**src/tpg_pkg.sv**
```systemverilog
package tpg_pkg;

	// ************************************************************
	// clock and timing
	// ************************************************************
	localparam int unsigned CLK_HZ         = 20_000_000;
	localparam int unsigned ENA_TIMEOUT_MS = 100;
	localparam int unsigned ENA_TIMEOUT_CYC = (ENA_TIMEOUT_MS * (CLK_HZ / 1000));

	// ************************************************************
	// register map (byte addresses)
	// ************************************************************
	localparam logic [7:0] REG_PHASE_CTRL = 8'h00;
	localparam logic [7:0] REG_DRIVE_CFG  = 8'h04;
	localparam logic [7:0] REG_STATUS     = 8'h08;

	// phase control fields: high-side bits low, low-side bits above
	localparam int unsigned PHASES        = 3;
	localparam int unsigned CTRL_HI_LSB   = 0;
	localparam int unsigned CTRL_LO_LSB   = 3;
	localparam logic [5:0]  CTRL_RESET    = 6'h00;

	// drive config fields
	localparam int unsigned CFG_WD_MODE   = 0;
	localparam logic [0:0]  CFG_RESET     = 1'h0;

	// status fields
	localparam int unsigned ST_PIN_HI_LSB = 0;
	localparam int unsigned ST_PIN_LO_LSB = 3;
	localparam int unsigned ST_GATE_HI_LSB = 6;
	localparam int unsigned ST_GATE_LO_LSB = 9;
	localparam int unsigned ST_ENA_PIN    = 12;
	localparam int unsigned ST_DRIVE_EN   = 13;
	localparam int unsigned ST_WD_EXPIRED = 14;

	// ************************************************************
	// carriers
	// ************************************************************
	typedef struct packed {
		logic [2:0] hi;
		logic [2:0] lo;
	} tpg_req_t;

	typedef struct packed {
		logic [2:0] hi;
		logic [2:0] lo;
	} tpg_gate_t;

endpackage

```
**src/tpg_gate_cmd.sv**
```systemverilog
// The APB slave port and the address map are this design's own decisions.
`timescale 1ns/1ns

// Functional notes
// - each internal request is the OR of its input pin and control bit
// - only high requested: high gate on, low off; only low: the reverse
// - neither or both requested: both gates low, phase node floats
// - while gate drive is disabled every gate output is held low
// - each phase decoded alone; no phase affects another
// - each of the six gates follows its own request for separate pwm, but is held off while the other request of its phase is also set
// - undriven phase inputs read as zero and request nothing; the code holds them at zero only through reset, then samples the pins
// - direct mode: enable low disables; watchdog mode: disable after enable timeout
module tpg_gate_cmd
	import tpg_pkg::*;
#(
	parameter int unsigned TIMEOUT_CYC = ENA_TIMEOUT_CYC
) (
	// clock and reset
	input  wire logic        clk_sys,
	input  wire logic        rst,
	// apb slave
	input  wire logic        psel,
	input  wire logic        penable,
	input  wire logic        pwrite,
	input  wire logic [7:0]  paddr,
	input  wire logic [31:0] pwdata,
	output logic             pready,
	output logic [31:0]      prdata,
	output logic             pslverr,
	// phase input pins and enable pin
	input  wire logic [2:0]  phase_high_side_input_pin,
	input  wire logic [2:0]  phase_low_side_input_pin,
	input  wire logic        enable_pin,
	// gate commands towards the dead-time stage
	output logic [2:0]       high_side_gate_out,
	output logic [2:0]       low_side_gate_out
);

	// ************************************************************
	// pin synchronisers
	// ************************************************************
	logic [6:0] pin_s1_r, pin_s2_r;
	logic       ena_s3_r;

	// reset to zero so no pin requests anything until its first sample arrives
	always_ff @(posedge clk_sys) begin
		if (rst) begin
			pin_s1_r <= 7'h00;
			pin_s2_r <= 7'h00;
			ena_s3_r <= 1'b0;
		end else begin
			pin_s1_r <= {enable_pin, phase_low_side_input_pin, phase_high_side_input_pin};
			pin_s2_r <= pin_s1_r;
			ena_s3_r <= pin_s2_r[6];
		end
	end

	logic [2:0] pin_hi, pin_lo;
	logic       ena_s2;
	assign pin_hi = pin_s2_r[2:0];
	assign pin_lo = pin_s2_r[5:3];
	assign ena_s2 = pin_s2_r[6];

	// ************************************************************
	// registers and apb slave
	// ************************************************************
	logic [5:0]  ctrl_r, ctrl_nxt;
	logic        wd_mode_r, wd_mode_nxt;
	logic        pready_r, pready_nxt;
	logic        pslverr_r, pslverr_nxt;
	logic [31:0] prdata_r, prdata_nxt;
	logic        drive_en_r, drive_en_nxt;
	logic [21:0] wd_cnt_r, wd_cnt_nxt;
	logic        wd_expired;
	tpg_req_t    req;
	tpg_gate_t   gate;

	function automatic logic addr_mapped(input logic [7:0] a);
		return (a == REG_PHASE_CTRL) || (a == REG_DRIVE_CFG) || (a == REG_STATUS);
	endfunction

	// zero-wait slave: read data is picked up in setup, answered in access
	always_comb begin
		logic setup;
		logic access;
		setup       = psel && !penable;
		access      = psel && penable;
		ctrl_nxt    = ctrl_r;
		wd_mode_nxt = wd_mode_r;
		pready_nxt  = setup;
		pslverr_nxt = setup && !addr_mapped(paddr);
		prdata_nxt  = prdata_r;
		if (setup) begin
			prdata_nxt = 32'h0000_0000;
			unique case (paddr)
				REG_PHASE_CTRL: prdata_nxt[5:0] = ctrl_r;
				REG_DRIVE_CFG:  prdata_nxt[CFG_WD_MODE] = wd_mode_r;
				REG_STATUS: begin
					prdata_nxt[ST_PIN_HI_LSB +: PHASES]  = pin_hi;
					prdata_nxt[ST_PIN_LO_LSB +: PHASES]  = pin_lo;
					prdata_nxt[ST_GATE_HI_LSB +: PHASES] = gate.hi;
					prdata_nxt[ST_GATE_LO_LSB +: PHASES] = gate.lo;
					prdata_nxt[ST_ENA_PIN]               = ena_s2;
					prdata_nxt[ST_DRIVE_EN]              = drive_en_r;
					prdata_nxt[ST_WD_EXPIRED]            = wd_expired;
				end
				default: prdata_nxt = 32'h0000_0000;
			endcase
		end
		// writes take effect only at the completing access edge
		if (access && pready_r && pwrite) begin
			if (paddr == REG_PHASE_CTRL) begin
				ctrl_nxt = pwdata[5:0];
			end
			if (paddr == REG_DRIVE_CFG) begin
				wd_mode_nxt = pwdata[CFG_WD_MODE];
			end
		end
	end

	always_ff @(posedge clk_sys) begin
		if (rst) begin
			ctrl_r    <= CTRL_RESET;
			wd_mode_r <= CFG_RESET[0];
			pready_r  <= 1'b0;
			pslverr_r <= 1'b0;
			prdata_r  <= 32'h0000_0000;
		end else begin
			ctrl_r    <= ctrl_nxt;
			wd_mode_r <= wd_mode_nxt;
			pready_r  <= pready_nxt;
			pslverr_r <= pslverr_nxt;
			prdata_r  <= prdata_nxt;
		end
	end

	assign pready  = pready_r;
	assign pslverr = pslverr_r;
	assign prdata  = prdata_r;

	// ************************************************************
	// enable supervision
	// ************************************************************
	assign wd_expired = (wd_cnt_r >= TIMEOUT_CYC[21:0]);

	// watchdog mode wants the enable pin to keep toggling; any edge restarts
	always_comb begin
		wd_cnt_nxt = wd_cnt_r;
		if (ena_s2 != ena_s3_r) begin
			wd_cnt_nxt = 22'h00_0000;
		end else if (!wd_expired) begin
			wd_cnt_nxt = wd_cnt_r + 22'h00_0001;
		end
		drive_en_nxt = wd_mode_r ? !wd_expired : ena_s2;
	end

	always_ff @(posedge clk_sys) begin
		if (rst) begin
			wd_cnt_r   <= 22'h00_0000;
			drive_en_r <= 1'b0;
		end else begin
			wd_cnt_r   <= wd_cnt_nxt;
			drive_en_r <= drive_en_nxt;
		end
	end

	// ************************************************************
	// request combining and gate decode
	// ************************************************************
	// gates stay combinational so pwm edges pass without a clock of delay
	always_comb begin
		req.hi = pin_hi | ctrl_r[CTRL_HI_LSB +: PHASES];
		req.lo = pin_lo | ctrl_r[CTRL_LO_LSB +: PHASES];
		for (int p = 0; p < PHASES; p++) begin
			// per-bit decode keeps phases apart, each gate from both requests of its phase
			gate.hi[p] = drive_en_r && req.hi[p] && !req.lo[p];
			gate.lo[p] = drive_en_r && req.lo[p] && !req.hi[p];
		end
	end

	assign high_side_gate_out = gate.hi;
	assign low_side_gate_out  = gate.lo;

	// ************************************************************
	// assertions
	// ************************************************************
	AST_OR_HIGH: assert property (@(posedge clk_sys) disable iff (rst)
		req.hi == (pin_s2_r[2:0] | ctrl_r[2:0]))
		else $error("high request is not pin or bit");

	AST_OR_LOW: assert property (@(posedge clk_sys) disable iff (rst)
		!pin_s2_r[3] && !ctrl_r[3] |-> !req.lo[0])
		else $error("low request without source");

	AST_HIGH_ONLY: assert property (@(posedge clk_sys) disable iff (rst)
		drive_en_r && req.hi[1] && !req.lo[1] |-> high_side_gate_out[1] && !low_side_gate_out[1])
		else $error("high-only request not driving high gate");

	AST_LOW_ONLY: assert property (@(posedge clk_sys) disable iff (rst)
		drive_en_r && req.lo[2] && !req.hi[2] |-> low_side_gate_out[2] && !high_side_gate_out[2])
		else $error("low-only request not driving low gate");

	AST_BOTH_OFF: assert property (@(posedge clk_sys) disable iff (rst)
		((high_side_gate_out | low_side_gate_out) & ~(req.hi ^ req.lo)) == 3'h0)
		else $error("gate on with neither or both requests");

	AST_DISABLED_LOW: assert property (@(posedge clk_sys) disable iff (rst)
		!drive_en_r |-> (high_side_gate_out == 3'h0) && (low_side_gate_out == 3'h0))
		else $error("gate on while drive disabled");

	AST_PHASE_INDEP: assert property (@(posedge clk_sys) disable iff (rst)
		drive_en_r && $stable(req.hi[0]) && $stable(req.lo[0]) && $past(drive_en_r)
		|-> $stable(high_side_gate_out[0]) && $stable(low_side_gate_out[0]))
		else $error("phase a moved without own request change");

	AST_DIRECT_DISABLE: assert property (@(posedge clk_sys) disable iff (rst)
		!wd_mode_r && !ena_s2 |=> !drive_en_r)
		else $error("direct mode enable low did not disable");

	AST_WD_TIMEOUT: assert property (@(posedge clk_sys) disable iff (rst)
		wd_mode_r && wd_expired && (ena_s2 == ena_s3_r) |=> !drive_en_r)
		else $error("watchdog timeout did not disable");

	AST_NO_LATENCY: assert property (@(posedge clk_sys) disable iff (rst)
		drive_en_r && $rose(req.hi[0]) && !req.lo[0] |-> high_side_gate_out[0])
		else $error("gate lagged its request");

	AST_APB_ANSWER: assert property (@(posedge clk_sys) disable iff (rst)
		psel && !penable |=> pready ##1 !pready)
		else $error("apb answer not one cycle after setup");

endmodule

```
**config.mk**
```make
export PLATFORM = sky130hd
export DESIGN_NAME = tpg_gate_cmd
export DESIGN_NICKNAME = d
export VERILOG_FILES = /design/src/tpg_pkg.sv /design/src/tpg_gate_cmd.sv
export SDC_FILE = /design/constraint.sdc
export NUM_CORES = 1
export LEC_CHECK = 0
export BUFFER_PORTS_ARGS = -buffer_cell sky130_fd_sc_hd__buf_2
export CAP_MARGIN = 20
export CORE_ASPECT_RATIO = 1.75
export CORE_MARGIN = 2
export CORE_UTILIZATION = 37
export CTS_CLUSTER_SIZE = 40
export DETAILED_ROUTE_END_ITERATION = 12
export MAX_ROUTING_LAYER = met4
export PLACE_DENSITY_LB_ADDON = 0.15
export SLEW_MARGIN = 20
export SYNTH_ARGS = -nofsm -noshare
export SYNTH_HDL_FRONTEND = slang
export SYNTH_SLANG_ARGS = --single-unit
```
**constraint.sdc**
```tcl
create_clock -name clk_sys -period 1.77 [get_ports clk_sys]
set_input_delay 0.0885 -clock clk_sys [delete_from_list [all_inputs] [get_ports clk_sys]]
set_output_delay 0.0885 -clock clk_sys [all_outputs]
set_load 0.05 [all_outputs]
```
# Word level (Yosys, flattened, before mapping)
# Index checks and enable logic that the tools add are counted.
# classes
bitwise_logic,2
n_lt_le_gt_ge,1
n_addsub,1
n_eq_ne,3
reduce_logical,32
n_mux,4
# ops
cell,n
22-bit by 1-bit adder with 22-bit output (second input constant),1
22-bit by 21-bit greater-or-equal comparator with 1-bit output (second input constant),1
1-bit logical AND,17
5-bit case mux with 2 select lines,1
1-bit logical NOT,9
9-bit 2-to-1 mux,1
8-bit by 3-bit equality test with 1-bit output (second input constant),1
8-bit by 4-bit equality test with 1-bit output (second input constant),1
8-bit logical NOT,1
3-bit bitwise OR,2
2-bit AND reduction,2
1-bit case mux with 3 select lines,1
1-bit logical OR,2
2-bit OR reduction,1
1-bit 2-to-1 mux,1
1-bit inequality test,1
# totals
word_cells,53
in_bits,52
regBits,62

# Logic depth before layout (Yosys ltp)
# Gate-level depths: netlist (run 1).
# logic_depth
ltp_word,5
mapped_depth,7

# Worst setup path before layout (run 1)
# No wires, ideal clock.
# synth_path
path_kind,flip-flop to flip-flop
start,register drive_en_r
end,"register prdata_r[10], in the netlist prdata[10]"
arrival_time_ns,2.394
n_path_buf,0
period_less_slack_ns,2.467
path_stages_with_launch,4
path_slack_ns,-0.697
t_required_ns,1.697
cell_sequence,dfxtp_1 > nor4b_1 > a22oi_1 > nor2_1
# synth_between
elab_chain_cells,3
# synth_lines
item,line_no,source
start: declaration,tpg_gate_cmd.sv:72,"logic drive_en_r, drive_en_nxt;"
start signal: assignment,tpg_gate_cmd.sv:163,drive_en_r <= drive_en_nxt;
1-bit logical AND (2 in series),tpg_gate_cmd.sv:177,gate.lo[p] = drive_en_r && req.lo[p] && !req.hi[p];
net low_side_gate_out[1],tpg_gate_cmd.sv:36,output logic [2:0] low_side_gate_out
9-bit 2-to-1 mux,tpg_gate_cmd.sv:95,unique case (paddr)
end signal: assignment,tpg_gate_cmd.sv:133,prdata_r <= prdata_nxt;
end: declaration,tpg_gate_cmd.sv:71,"logic [31:0] prdata_r, prdata_nxt;"
# The timed path passes the listed nets, and every way through them passes these cells.
# A chain may end at the register's enable or synchronous reset.

# Worst setup path in the final report (run 1)
# layout_path
start,register wd_cnt_r[21]
end,register wd_cnt_r[8]
# layout_between
elab_chain_cells,1
# layout_lines
item,line_no,source
start: declaration,tpg_gate_cmd.sv:73,"logic [21:0] wd_cnt_r, wd_cnt_nxt;"
start signal: assignment,tpg_gate_cmd.sv:162,wd_cnt_r <= wd_cnt_nxt;
22-bit by 21-bit greater-or-equal comparator with 1-bit output,tpg_gate_cmd.sv:144,assign wd_expired = (wd_cnt_r >= TIMEOUT_CYC[21:0]);
# Every way passes these cells.

==> results.yml, run 1 <==
drt:
  drc: 0
  vias: 2178
  wirelength_microns: 5770
  drtPass1Iterations: 4
  wl_per_cell_microns: 12.8
  drt_iter0_markers: 81
  ant_nets: 0
  via_per_inst: 4.84
worst_setup_path:
  crit_path_end_kind: "register"
  start_kind: "register"
  arrival_ns: 1.94
  crit_slowest_cell: "or3_1"
  crit_chain: "nor4_2, nand3_1, and2_1, buf_4, or3_1, a21oi_1"
  crit_path_start: "wd_cnt_r[21]$_SDFFE_PP0N_"
  crit_required_ns: 2.03
  r2r_start: "wd_cnt_r[21]$_SDFFE_PP0N_"
  cp_slowest_stage_delay_ns: 0.34
  cp_max_fo: 6
  critPathKind: "register to register"
yosys:
  netlist_instances: 291
  synth-compound-area-share_pct: 10.1
  ys_ff_latch: 62
  synth_top_family_by_area: "simple AND/OR/NAND/NOR gates"
  avgSynthCellArea_sq_um: 9.20
  syn-cell-area_sq_mm: 0.00268
  yosysWarnings: 0
  synth-xor-area-share_pct: 5.56
  yosysUniqueCellTypes: 40
  synth_edf_count: 0
  synthFlopType: "dfxtp_1"
  async_flop_share_pct: 0
  ys_seq_area_share_pct: 46.4
  synthAdderAreaFrac_pct: 0.935
  synth_mux_area_share_pct: 5.65
  synth-simple-area-share_pct: 23.1
clock_network:
  htree_levels: 3
  cts_sinks: 62
  insertion_delay_ns: 0.33
  clk_pin_slew_ns: 0.05
  clock_path_buffers: 2
  cts_made_buffers: 9
  cts_root_buf: "clkbuf_16"
  cts_tree: "built"
sta:
  rsz0062_at_grt: "yes"
  fin_crit_ns: 1.69
  final_max_slew_viol_count: 0
  setup_tns_ns: 0
  fmax_ghz: 0.593
  period_share_pct: 95.2
  setup_viol: 0
  finClkSkew_ns: 0.00466
  hold_violations: 0
hold_path:
  hp-start: "pwdata[4]"
  hp-class: "primary input to register"
placed_design:
  place_congestion: 0.815
  dp_cells: 426
  port_buffers: 48
  place_area_sq_mm: 0.00303
  place_hpwl_microns: 4200
finish:
  stdcell_count: 450
  design_area_sq_mm: 0.00340
  nets: 414
  n_antenna_cell: 0
  final_common_cell: "dfxtp_1"
  fillers: 704
  mostFrequentLayoutCells: "dfxtp_1 (62), buf_2 (48), nor2_1 (47)"
  area_growth_pct: 27.0
  layout-drive-gt1-share_pct: 23.9
global_routing:
  grt_overflow: 0
  antenna_found_initial: 0
  grt_pass1_wl_microns: 9120
  grt_pass1_vias: 1988
  grt_use_total_pct: 16.2
  grt_max_degree: 29
die:
  die_w_microns: 68.3
  start_util_pct: 37.6
  dieArea_sq_mm: 0.00796
  num_rows: 41
  coreArea_sq_mm: 0.00713
  io_pins: 92
  die_y_microns: 117
power_and_ir_drop:
  powerDensity_mw_per_mm2: 960
  p_leak_nw: 1.45
  ir_worst_vdd_mv: 0.466
  p_total_mw: 3.27
status:
  status: "complete, no violations"
run:
  cap_violations: 0
==> flip-flops by register name, indices dropped and copies added (netlist names) <==
signal,flops
ena_s3_r,1
pin_s2_r,7
pslverr,1
pready,1
prdata,15
wd_cnt_r,22
wd_mode_r,1
drive_en_r,1
pin_s1_r,7
ctrl_r,6
==> what timing repair did <==
item | in CTS | in global routing
resized for setup | 0 | 2
setup buffers | 0 | 0
hold endpoints to repair | 9 | 0
hold buffers | 9 | 0
endpoints found under the setup margin | 0 | 3
==> layer usage <==
layer | GRT usage [%] | part of all wire [%] | vias to the layer above
li1 | - | - | 1103
met1 | 16.0 | 39 | 1011
met2 | 27.7 | 53 | 51
met3 | 5.49 | 4.8 | 13
met4 | 7.73 | 2.5 | 0
met5 | - | 0 | -
==> power by group <==
| part | total, mW | internal, mW | switching (mW) |
|---|---|---|---|
| clock | 1.58 | 1.01 | 0.572 |
| combinational | 0.247 | 0.0759 | 0.171 |
| sequential | 1.43 | 1.42 | 0.0115 |
==> Yosys cell counts, drive strengths merged (3+ instances only) <==
cell type / count / area (sq um)
xnor2: 17 / 149
nor3: 4 / 20.0
nor4b: 4 / 41.3
dfxtp: 62 / 1240
buf: 23 / 164
o21ai: 8 / 43.8
a21oi: 9 / 45.0
clkbuf: 8 / 30.0
nor4: 5 / 43.8
a22oi: 9 / 67.6
nand4: 8 / 56.3
mux2i: 14 / 140
o211a: 3 / 30.0
nor2: 47 / 176
nand3: 7 / 35.0
a211oi: 3 / 22.5
nor2b: 17 / 106
nand2: 16 / 60.1
inv: 6 / 22.5
==> logic make-up (layout without fill, tap and decap cells) <==
| family | count (synthesis) | in the layout |
|---|---|---|
| flip-flops | 62 | 62 |
| buffers and inverters | 37 | 94 |
| adder cells (fa/ha/maj) | 2 | 2 |
| XOR/XNOR | 17 | 17 |
| other | 1 | 17 |
| AO/OA/AOI/OAI | 38 | 38 |
| AND/OR/NAND/NOR | 119 | 119 |
| multiplexers | 15 | 15 |
==> area by class of cell <==
class	count	area (sq um)	share of cell area [%]
inverter	6	22.5	0.662
timing repair buffer	73	450	13.2
clock inverter	1	5.00	0.147
multi-input combinational	208	1310	38.5
clock buffer	14	264	7.76
tap	86	108	3.16
sequential	62	1240	36.5
==> final timing paths <==
check / endpoint / depth (start not counted) / slack (ns)
max: wd_cnt_r[8]$_SDFFE_PP0N_ / 6 / 0.08
min: ctrl_r[4]$_SDFFE_PP0P_ / 3 / 0.008
max reg2reg: wd_cnt_r[8]$_SDFFE_PP0N_ / 6 / 0.08
min reg2reg: pin_s2_r[6]$_SDFF_PP0_ / 1 / 0.43
==> per-stage QoR <==
stage                     worst slack, ns  utilization, %  hold WS, ns
final                              0.0848            47.7      0.00846
after global routing             -0.00140            47.7       0.0237
after detailed placement           0.0466            42.5        0.306
after global placement             0.0429            42.5        0.302
after CTS                          0.0345            47.5      0.00347
after floorplan                    0.0686               -        0.217
==> worst max-delay path, delay by kind of cell, from the launching register on <==
| family | cells | cell delay, ns |
|---|---|---|
| and+or+nand+nor | 4 | 0.98 |
| buffers and inverters | 1 | 0.16 |
| DFF | 1 | 0.32 |
| AOI/OAI and AO/OA | 1 | 0.14 |
(Power assumes the default switching activity.)
==> run 2, diff against run 1 <==
--- a/config.mk
+++ b/config.mk
@@ -7,11 +7,14 @@
 export LEC_CHECK = 0
 export BUFFER_PORTS_ARGS = -buffer_cell sky130_fd_sc_hd__buf_2
 export CAP_MARGIN = 20
+export CELL_PAD_IN_SITES_DETAIL_PLACEMENT = 1
+export CELL_PAD_IN_SITES_GLOBAL_PLACEMENT = 1
 export CORE_ASPECT_RATIO = 1.75
 export CORE_MARGIN = 2
-export CORE_UTILIZATION = 37
+export CORE_UTILIZATION = 33
 export CTS_CLUSTER_SIZE = 40
 export DETAILED_ROUTE_END_ITERATION = 12
+export HOLD_SLACK_MARGIN = 0.15
 export MAX_ROUTING_LAYER = met4
 export PLACE_DENSITY_LB_ADDON = 0.15
 export SLEW_MARGIN = 20
==> run 2 against run 1 <==
  * Sequential cell count is the same
  * Clock skew down 0.00072 ns
  * Non-clock buffer count increased by 8
==> results.yml, run 2 (synthesis gave the netlist of run 1 again) <==
sta:
  hold_violations: 0
  final_max_slew_viol_count: 0
  setup_viol: 0
  fin_crit_ns: 1.65
  worst_slack_ns: 0.122
  finClkSkew_ns: 0.00394
  setup_tns_ns: 0
  fmax_ghz: 0.607
  rsz0062_at_grt: "yes"
  period_share_pct: 93.1
worst_setup_path:
  cp_slowest_stage_delay_ns: 0.35
  crit_required_ns: 1.98
  critPathKind: "register to register"
  crit_slowest_cell: "mux2_1"
  start_kind: "register"
  cp_top_family: "simple AND/OR/NAND/NOR gates"
  crit_path_end_kind: "register"
  crit_chain: "nor4_2, nand3_1, and2_1, nor4b_2, mux2_1"
  critPathBufInv: 0
  arrival_ns: 1.85
  cp_max_fo: 2
placed_design:
  place_area_sq_mm: 0.00304
  place_hpwl_microns: 4800
  port_buffers: 48
  place_congestion: 0.720
  pre_cts_slack_ns: 0.00341
global_routing:
  grt_max_degree: 24
  grt_pass1_wl_microns: 10700
  grt_use_total_pct: 16.3
  antenna_found_initial: 0
  grt_pass1_vias: 2264
  grt_overflow: 0
die:
  io_pins: 92
  num_rows: 43
  die_y_microns: 123
  die_w_microns: 72.1
  coreArea_sq_mm: 0.00791
  dieArea_sq_mm: 0.00888
  start_util_pct: 33.9
finish:
  mostFrequentLayoutCells: "dfxtp_1 (62), buf_2 (48), nor2_1 (47)"
  n_antenna_cell: 0
  final_common_cell: "dfxtp_1"
  top_register: "wd_cnt_r"
  area_growth_pct: 30.6
  largest_reg_flops: 22
  nets: 422
  fillers: 961
  layout-drive-gt1-share_pct: 24.1
  design_area_sq_mm: 0.00350
drt:
  drc: 0
  drtPass1Iterations: 4
  drt_iter0_markers: 36
  wl_per_cell_microns: 14.0
  vias: 2232
  wirelength_microns: 6470
  ant_nets: 0
  via_per_inst: 4.82
clock_network:
  cts_sinks: 62
  htree_levels: 3
  cts_tree: "built"
  cts_made_buffers: 9
  cts_root_buf: "clkbuf_16"
  clock_path_buffers: 2
  clk_pin_slew_ns: 0.05
  insertion_delay_ns: 0.32
power_and_ir_drop:
  powerDensity_mw_per_mm2: 959
  power_frac_clock_pct: 49.4
  p_leak_nw: 1.50
  p_sw_mw: 0.788
  p_total_mw: 3.35
  switching_share_pct: 23.5
  ir_worst_vdd_mv: 0.530
  power_frac_comb_pct: 7.9
  seq_power_share_pct: 42.7
  intPower_mw: 2.56
run:
  cap_violations: 0
hold_path:
  hp-class: "primary input to register"
status:
  status: "complete, no violations"
-- run 2: changes by cell type in the layout (fill, tap and decap cells not counted) --
cell / before / now
buf_4: 16 / 17
clkbuf_8: 2 / 3
dlygate4sd3_1: 9 / 16
clkbuf_1: 3 / 1
clkinv_2: 1 / 2
o31ai_1: 1 / 2
clkinvlp_4: 0 / 1
o31ai_2: 1 / 0
-- run 2: metal layers --
metal	up-vias	share of wire (%)	GRT usage, %
met3	9	3.1	3.26
met1	1071	38	16.8
met5	-	0	-
met4	0	1.7	8.14
li1	1112	-	-
met2	40	57	29.0
-- run 2: area by class of cell --
type                            instances  area, sq um  area share (%)
Inverter                                6         22.5           0.644
Clock buffer                           13          270            7.73
Clock inverter                          3         17.5           0.501
Timing Repair Buffer                   81          528            15.1
Multi-Input combinational cell        208         1310            37.3
Tap cell                               90          113            3.22
Sequential cell                        62         1240            35.5
-- run 2: repair_timing --
action                                  in CTS  in global routing
buffers inserted                             0                  0
resized for setup                            1                  0
pin swaps                                    0                  1
endpoints found under the setup margin       1                  2
hold buffers                                16                  0
hold endpoints to repair                    21                  0
-- run 2: path summary, 6_finish.rpt --
check	from	to	slack [ns]	depth (start not counted)
worst min-delay path	paddr[3]	prdata[12]$_SDFFE_PP0P_	0.21	3
worst max-delay path	wd_cnt_r[11]$_SDFFE_PP0N_	wd_cnt_r[14]$_SDFFE_PP0N_	0.12	5
worst min register to register	pin_s1_r[2]$_SDFF_PP0_	pin_s2_r[2]$_SDFF_PP0_	0.44	1
worst max register to register	wd_cnt_r[11]$_SDFFE_PP0N_	wd_cnt_r[14]$_SDFFE_PP0N_	0.12	5
-- run 2: through the flow --
step	std cells	hold slack [ns]	util [%]
after floorplan	307	0.217	-
after global placement	431	0.311	38.5
after detailed placement	431	0.315	38.5
after CTS	463	0.205	44.2
after global routing	463	0.233	44.2
final	463	0.212	44.2
-- run 2: worst register-to-register path, stage by stage (launching register included) --
cell and delay [ns]:
dfxtp_1 0.31, nor4_2 0.30, nand3_1 0.13, and2_1 0.20, nor4b_2 0.25, mux2_1 0.35
-- run 2: power groups by stage --
| stage | clock network [mW] | registers (mW) | logic [mW] |
|---|---|---|---|
| finish | 1.66 | 1.43 | 0.265 |
| global placement | 0 | 1.46 | 0.236 |
| global route | 1.77 | 1.43 | 0.287 |
| detailed placement | 0 | 1.46 | 0.239 |
| CTS | 1.72 | 1.43 | 0.267 |
| floorplan | 0 | 1.47 | 0.185 |
==> run 3, diff against run 2 <==
--- a/config.mk
+++ b/config.mk
@@ -11,7 +11,7 @@
 export CELL_PAD_IN_SITES_GLOBAL_PLACEMENT = 1
 export CORE_ASPECT_RATIO = 1.75
 export CORE_MARGIN = 2
-export CORE_UTILIZATION = 33
+export CORE_UTILIZATION = 37
 export CTS_CLUSTER_SIZE = 40
 export DETAILED_ROUTE_END_ITERATION = 12
 export HOLD_SLACK_MARGIN = 0.15
==> constraint.sdc (replaced) <==
create_clock -name clk_sys -period 1.9 [get_ports clk_sys]
set_input_delay 0.095 -clock clk_sys [delete_from_list [all_inputs] [get_ports clk_sys]]
set_output_delay 0.095 -clock clk_sys [all_outputs]
set_load 0.05 [all_outputs]
==> run 3 against run 2 <==
  * Total power fell by 9.4%
  * Wire length fell by 1.6%
  * Fmax fell by 7.7%
  * Design area fell by 2.1%
  * Global-route usage rose by 2.2 points
  * Combinational power fell by 13%
  * Setup slack got worse by 0.0082 ns
  * Highest routed layer unchanged
==> results.yml, run 3 (synthesis gave the netlist of run 1 again) <==
status:
  status: "complete, no violations"
finish:
  nets: 416
  final_common_cell: "dfxtp_1"
  stdcell_count: 453
  mostFrequentLayoutCells: "dfxtp_1 (62), buf_2 (48), nor2_1 (47)"
  n_antenna_cell: 0
  area_growth_pct: 27.9
  top_register: "wd_cnt_r"
  layout-drive-gt1-share_pct: 22.3
  largest_reg_flops: 22
clock_network:
  insertion_delay_ns: 0.33
  cts_sinks: 62
  clock_path_buffers: 2
  cts_resized: 0
  clk_pin_slew_ns: 0.05
  cts_tree: "built"
  cts_made_buffers: 9
  postCtsSetupBuffers: 0
  htree_levels: 3
  cts_hold_buf: 17
  cts_root_buf: "clkbuf_16"
die:
  start_util_pct: 37.6
  die_y_microns: 117
  die_w_microns: 68.3
  io_pins: 92
  num_rows: 41
  dieArea_sq_mm: 0.00796
  coreArea_sq_mm: 0.00713
drt:
  via_per_inst: 4.88
  drtPass1Iterations: 4
  drc: 0
  vias: 2209
  ant_nets: 0
  wirelength_microns: 6360
  wl_per_cell_microns: 14.0
  drt_iter0_markers: 87
placed_design:
  dp_cells: 420
  place_hpwl_microns: 4650
  place_congestion: 0.791
  port_buffers: 48
  pre_cts_slack_ns: 0.110
sta:
  worst_slack_ns: 0.114
  setup_tns_ns: 0
  finClkSkew_ns: 0.00398
  fin_crit_ns: 1.79
  period_share_pct: 94.0
  final_max_slew_viol_count: 0
  setup_viol: 0
  rsz0062_at_grt: "no"
  hold_violations: 0
  whs_ns: 0.169
  fmax_ghz: 0.560
worst_setup_path:
  r2r_slack_ns: 0.11
  crit_chain: "nor4_1, nand3_1, and2_1, nor4b_2, mux2_1"
  crit_path_end_kind: "register"
  cp_top_family: "simple AND/OR/NAND/NOR gates"
  cp_slowest_stage_delay_ns: 0.36
  critPathKind: "register to register"
  cp_max_fo: 3
  crit_required_ns: 2.11
  arrival_ns: 2.00
  crit_slowest_cell: "mux2_1"
  critPathBufInv: 0
  start_kind: "register"
power_and_ir_drop:
  p_total_mw: 3.04
  powerDensity_mw_per_mm2: 887
  intPower_mw: 2.27
  power_frac_comb_pct: 7.6
  power_frac_clock_pct: 48.3
  ir_worst_vdd_mv: 0.496
  seq_power_share_pct: 44.1
  switching_share_pct: 25.1
  p_sw_mw: 0.764
  p_leak_nw: 1.45
global_routing:
  antenna_found_initial: 0
  grt_pass1_wl_microns: 10400
  grt_use_total_pct: 18.5
  grt_max_degree: 26
  grt_pass1_vias: 2195
  grt_overflow: 0
run:
  cap_violations: 0
hold_path:
  hp-class: "primary input to register"
-- run 3: cell count changes in the layout (fill, tap and decap cells not counted), sizes merged --
cell	before	now
dlygate4sd3	16	17
clkbuf	13	10
clkinvlp	1	2
buf	65	58
clkinv	2	4
-- run 3: metal layers --
layer  track usage (%)  wire [microns]  vias up
met5                 -               0        -
met4              10.8             182        0
li1                  -               -     1103
met1              18.5            2440     1051
met3              3.76             228       11
met2              32.3            3510       44
-- run 3: cell type report --
| class | instances | area (sq um) |
|---|---|---|
| fillers | 845 | 3710 |
| clock buffers | 10 | 229 |
| well taps | 86 | 108 |
| flip-flops and latches | 62 | 1240 |
| inverters | 6 | 22.5 |
| clock inverters | 6 | 38.8 |
| multi-input cells | 208 | 1300 |
| repair buffers | 75 | 485 |
-- run 3: power by group through the flow --
stage          clock [mW]  sequential (mW)  combinational (mW)
3_5_place_dp            0             1.37               0.206
6_report             1.47             1.34               0.231
4_1_cts              1.51             1.34               0.234
2_1_floorplan           0             1.37               0.173
3_3_place_gp            0             1.37               0.204
5_1_grt              1.57             1.34               0.253
-- run 3: path summary, 6_finish.rpt --
kind / from / to / cells after the start
setup / recovery: wd_cnt_r[21]$_SDFFE_PP0N_ / wd_cnt_r[14]$_SDFFE_PP0N_ / 5
hold / removal: paddr[3] / prdata[12]$_SDFFE_PP0P_ / 3
setup reg to reg: wd_cnt_r[21]$_SDFFE_PP0N_ / wd_cnt_r[14]$_SDFFE_PP0N_ / 5
hold reg to reg: pin_s1_r[1]$_SDFF_PP0_ / pin_s2_r[1]$_SDFF_PP0_ / 1
-- run 3: metrics by stage --
step                util, %  area, sq um
CTS                    48.0         3420
finish                 48.0         3420
global placement       41.9         2990
global route           48.0         3420
detailed placement     41.9         2990
floorplan                 -         2760
-- run 3: worst reg2reg max path, cell delays in order (launching register included) --
cell	delay [ns]
dfxtp_1	0.32
nor4_1	0.30
nand3_1	0.14
and2_1	0.20
nor4b_2	0.34
mux2_1	0.36
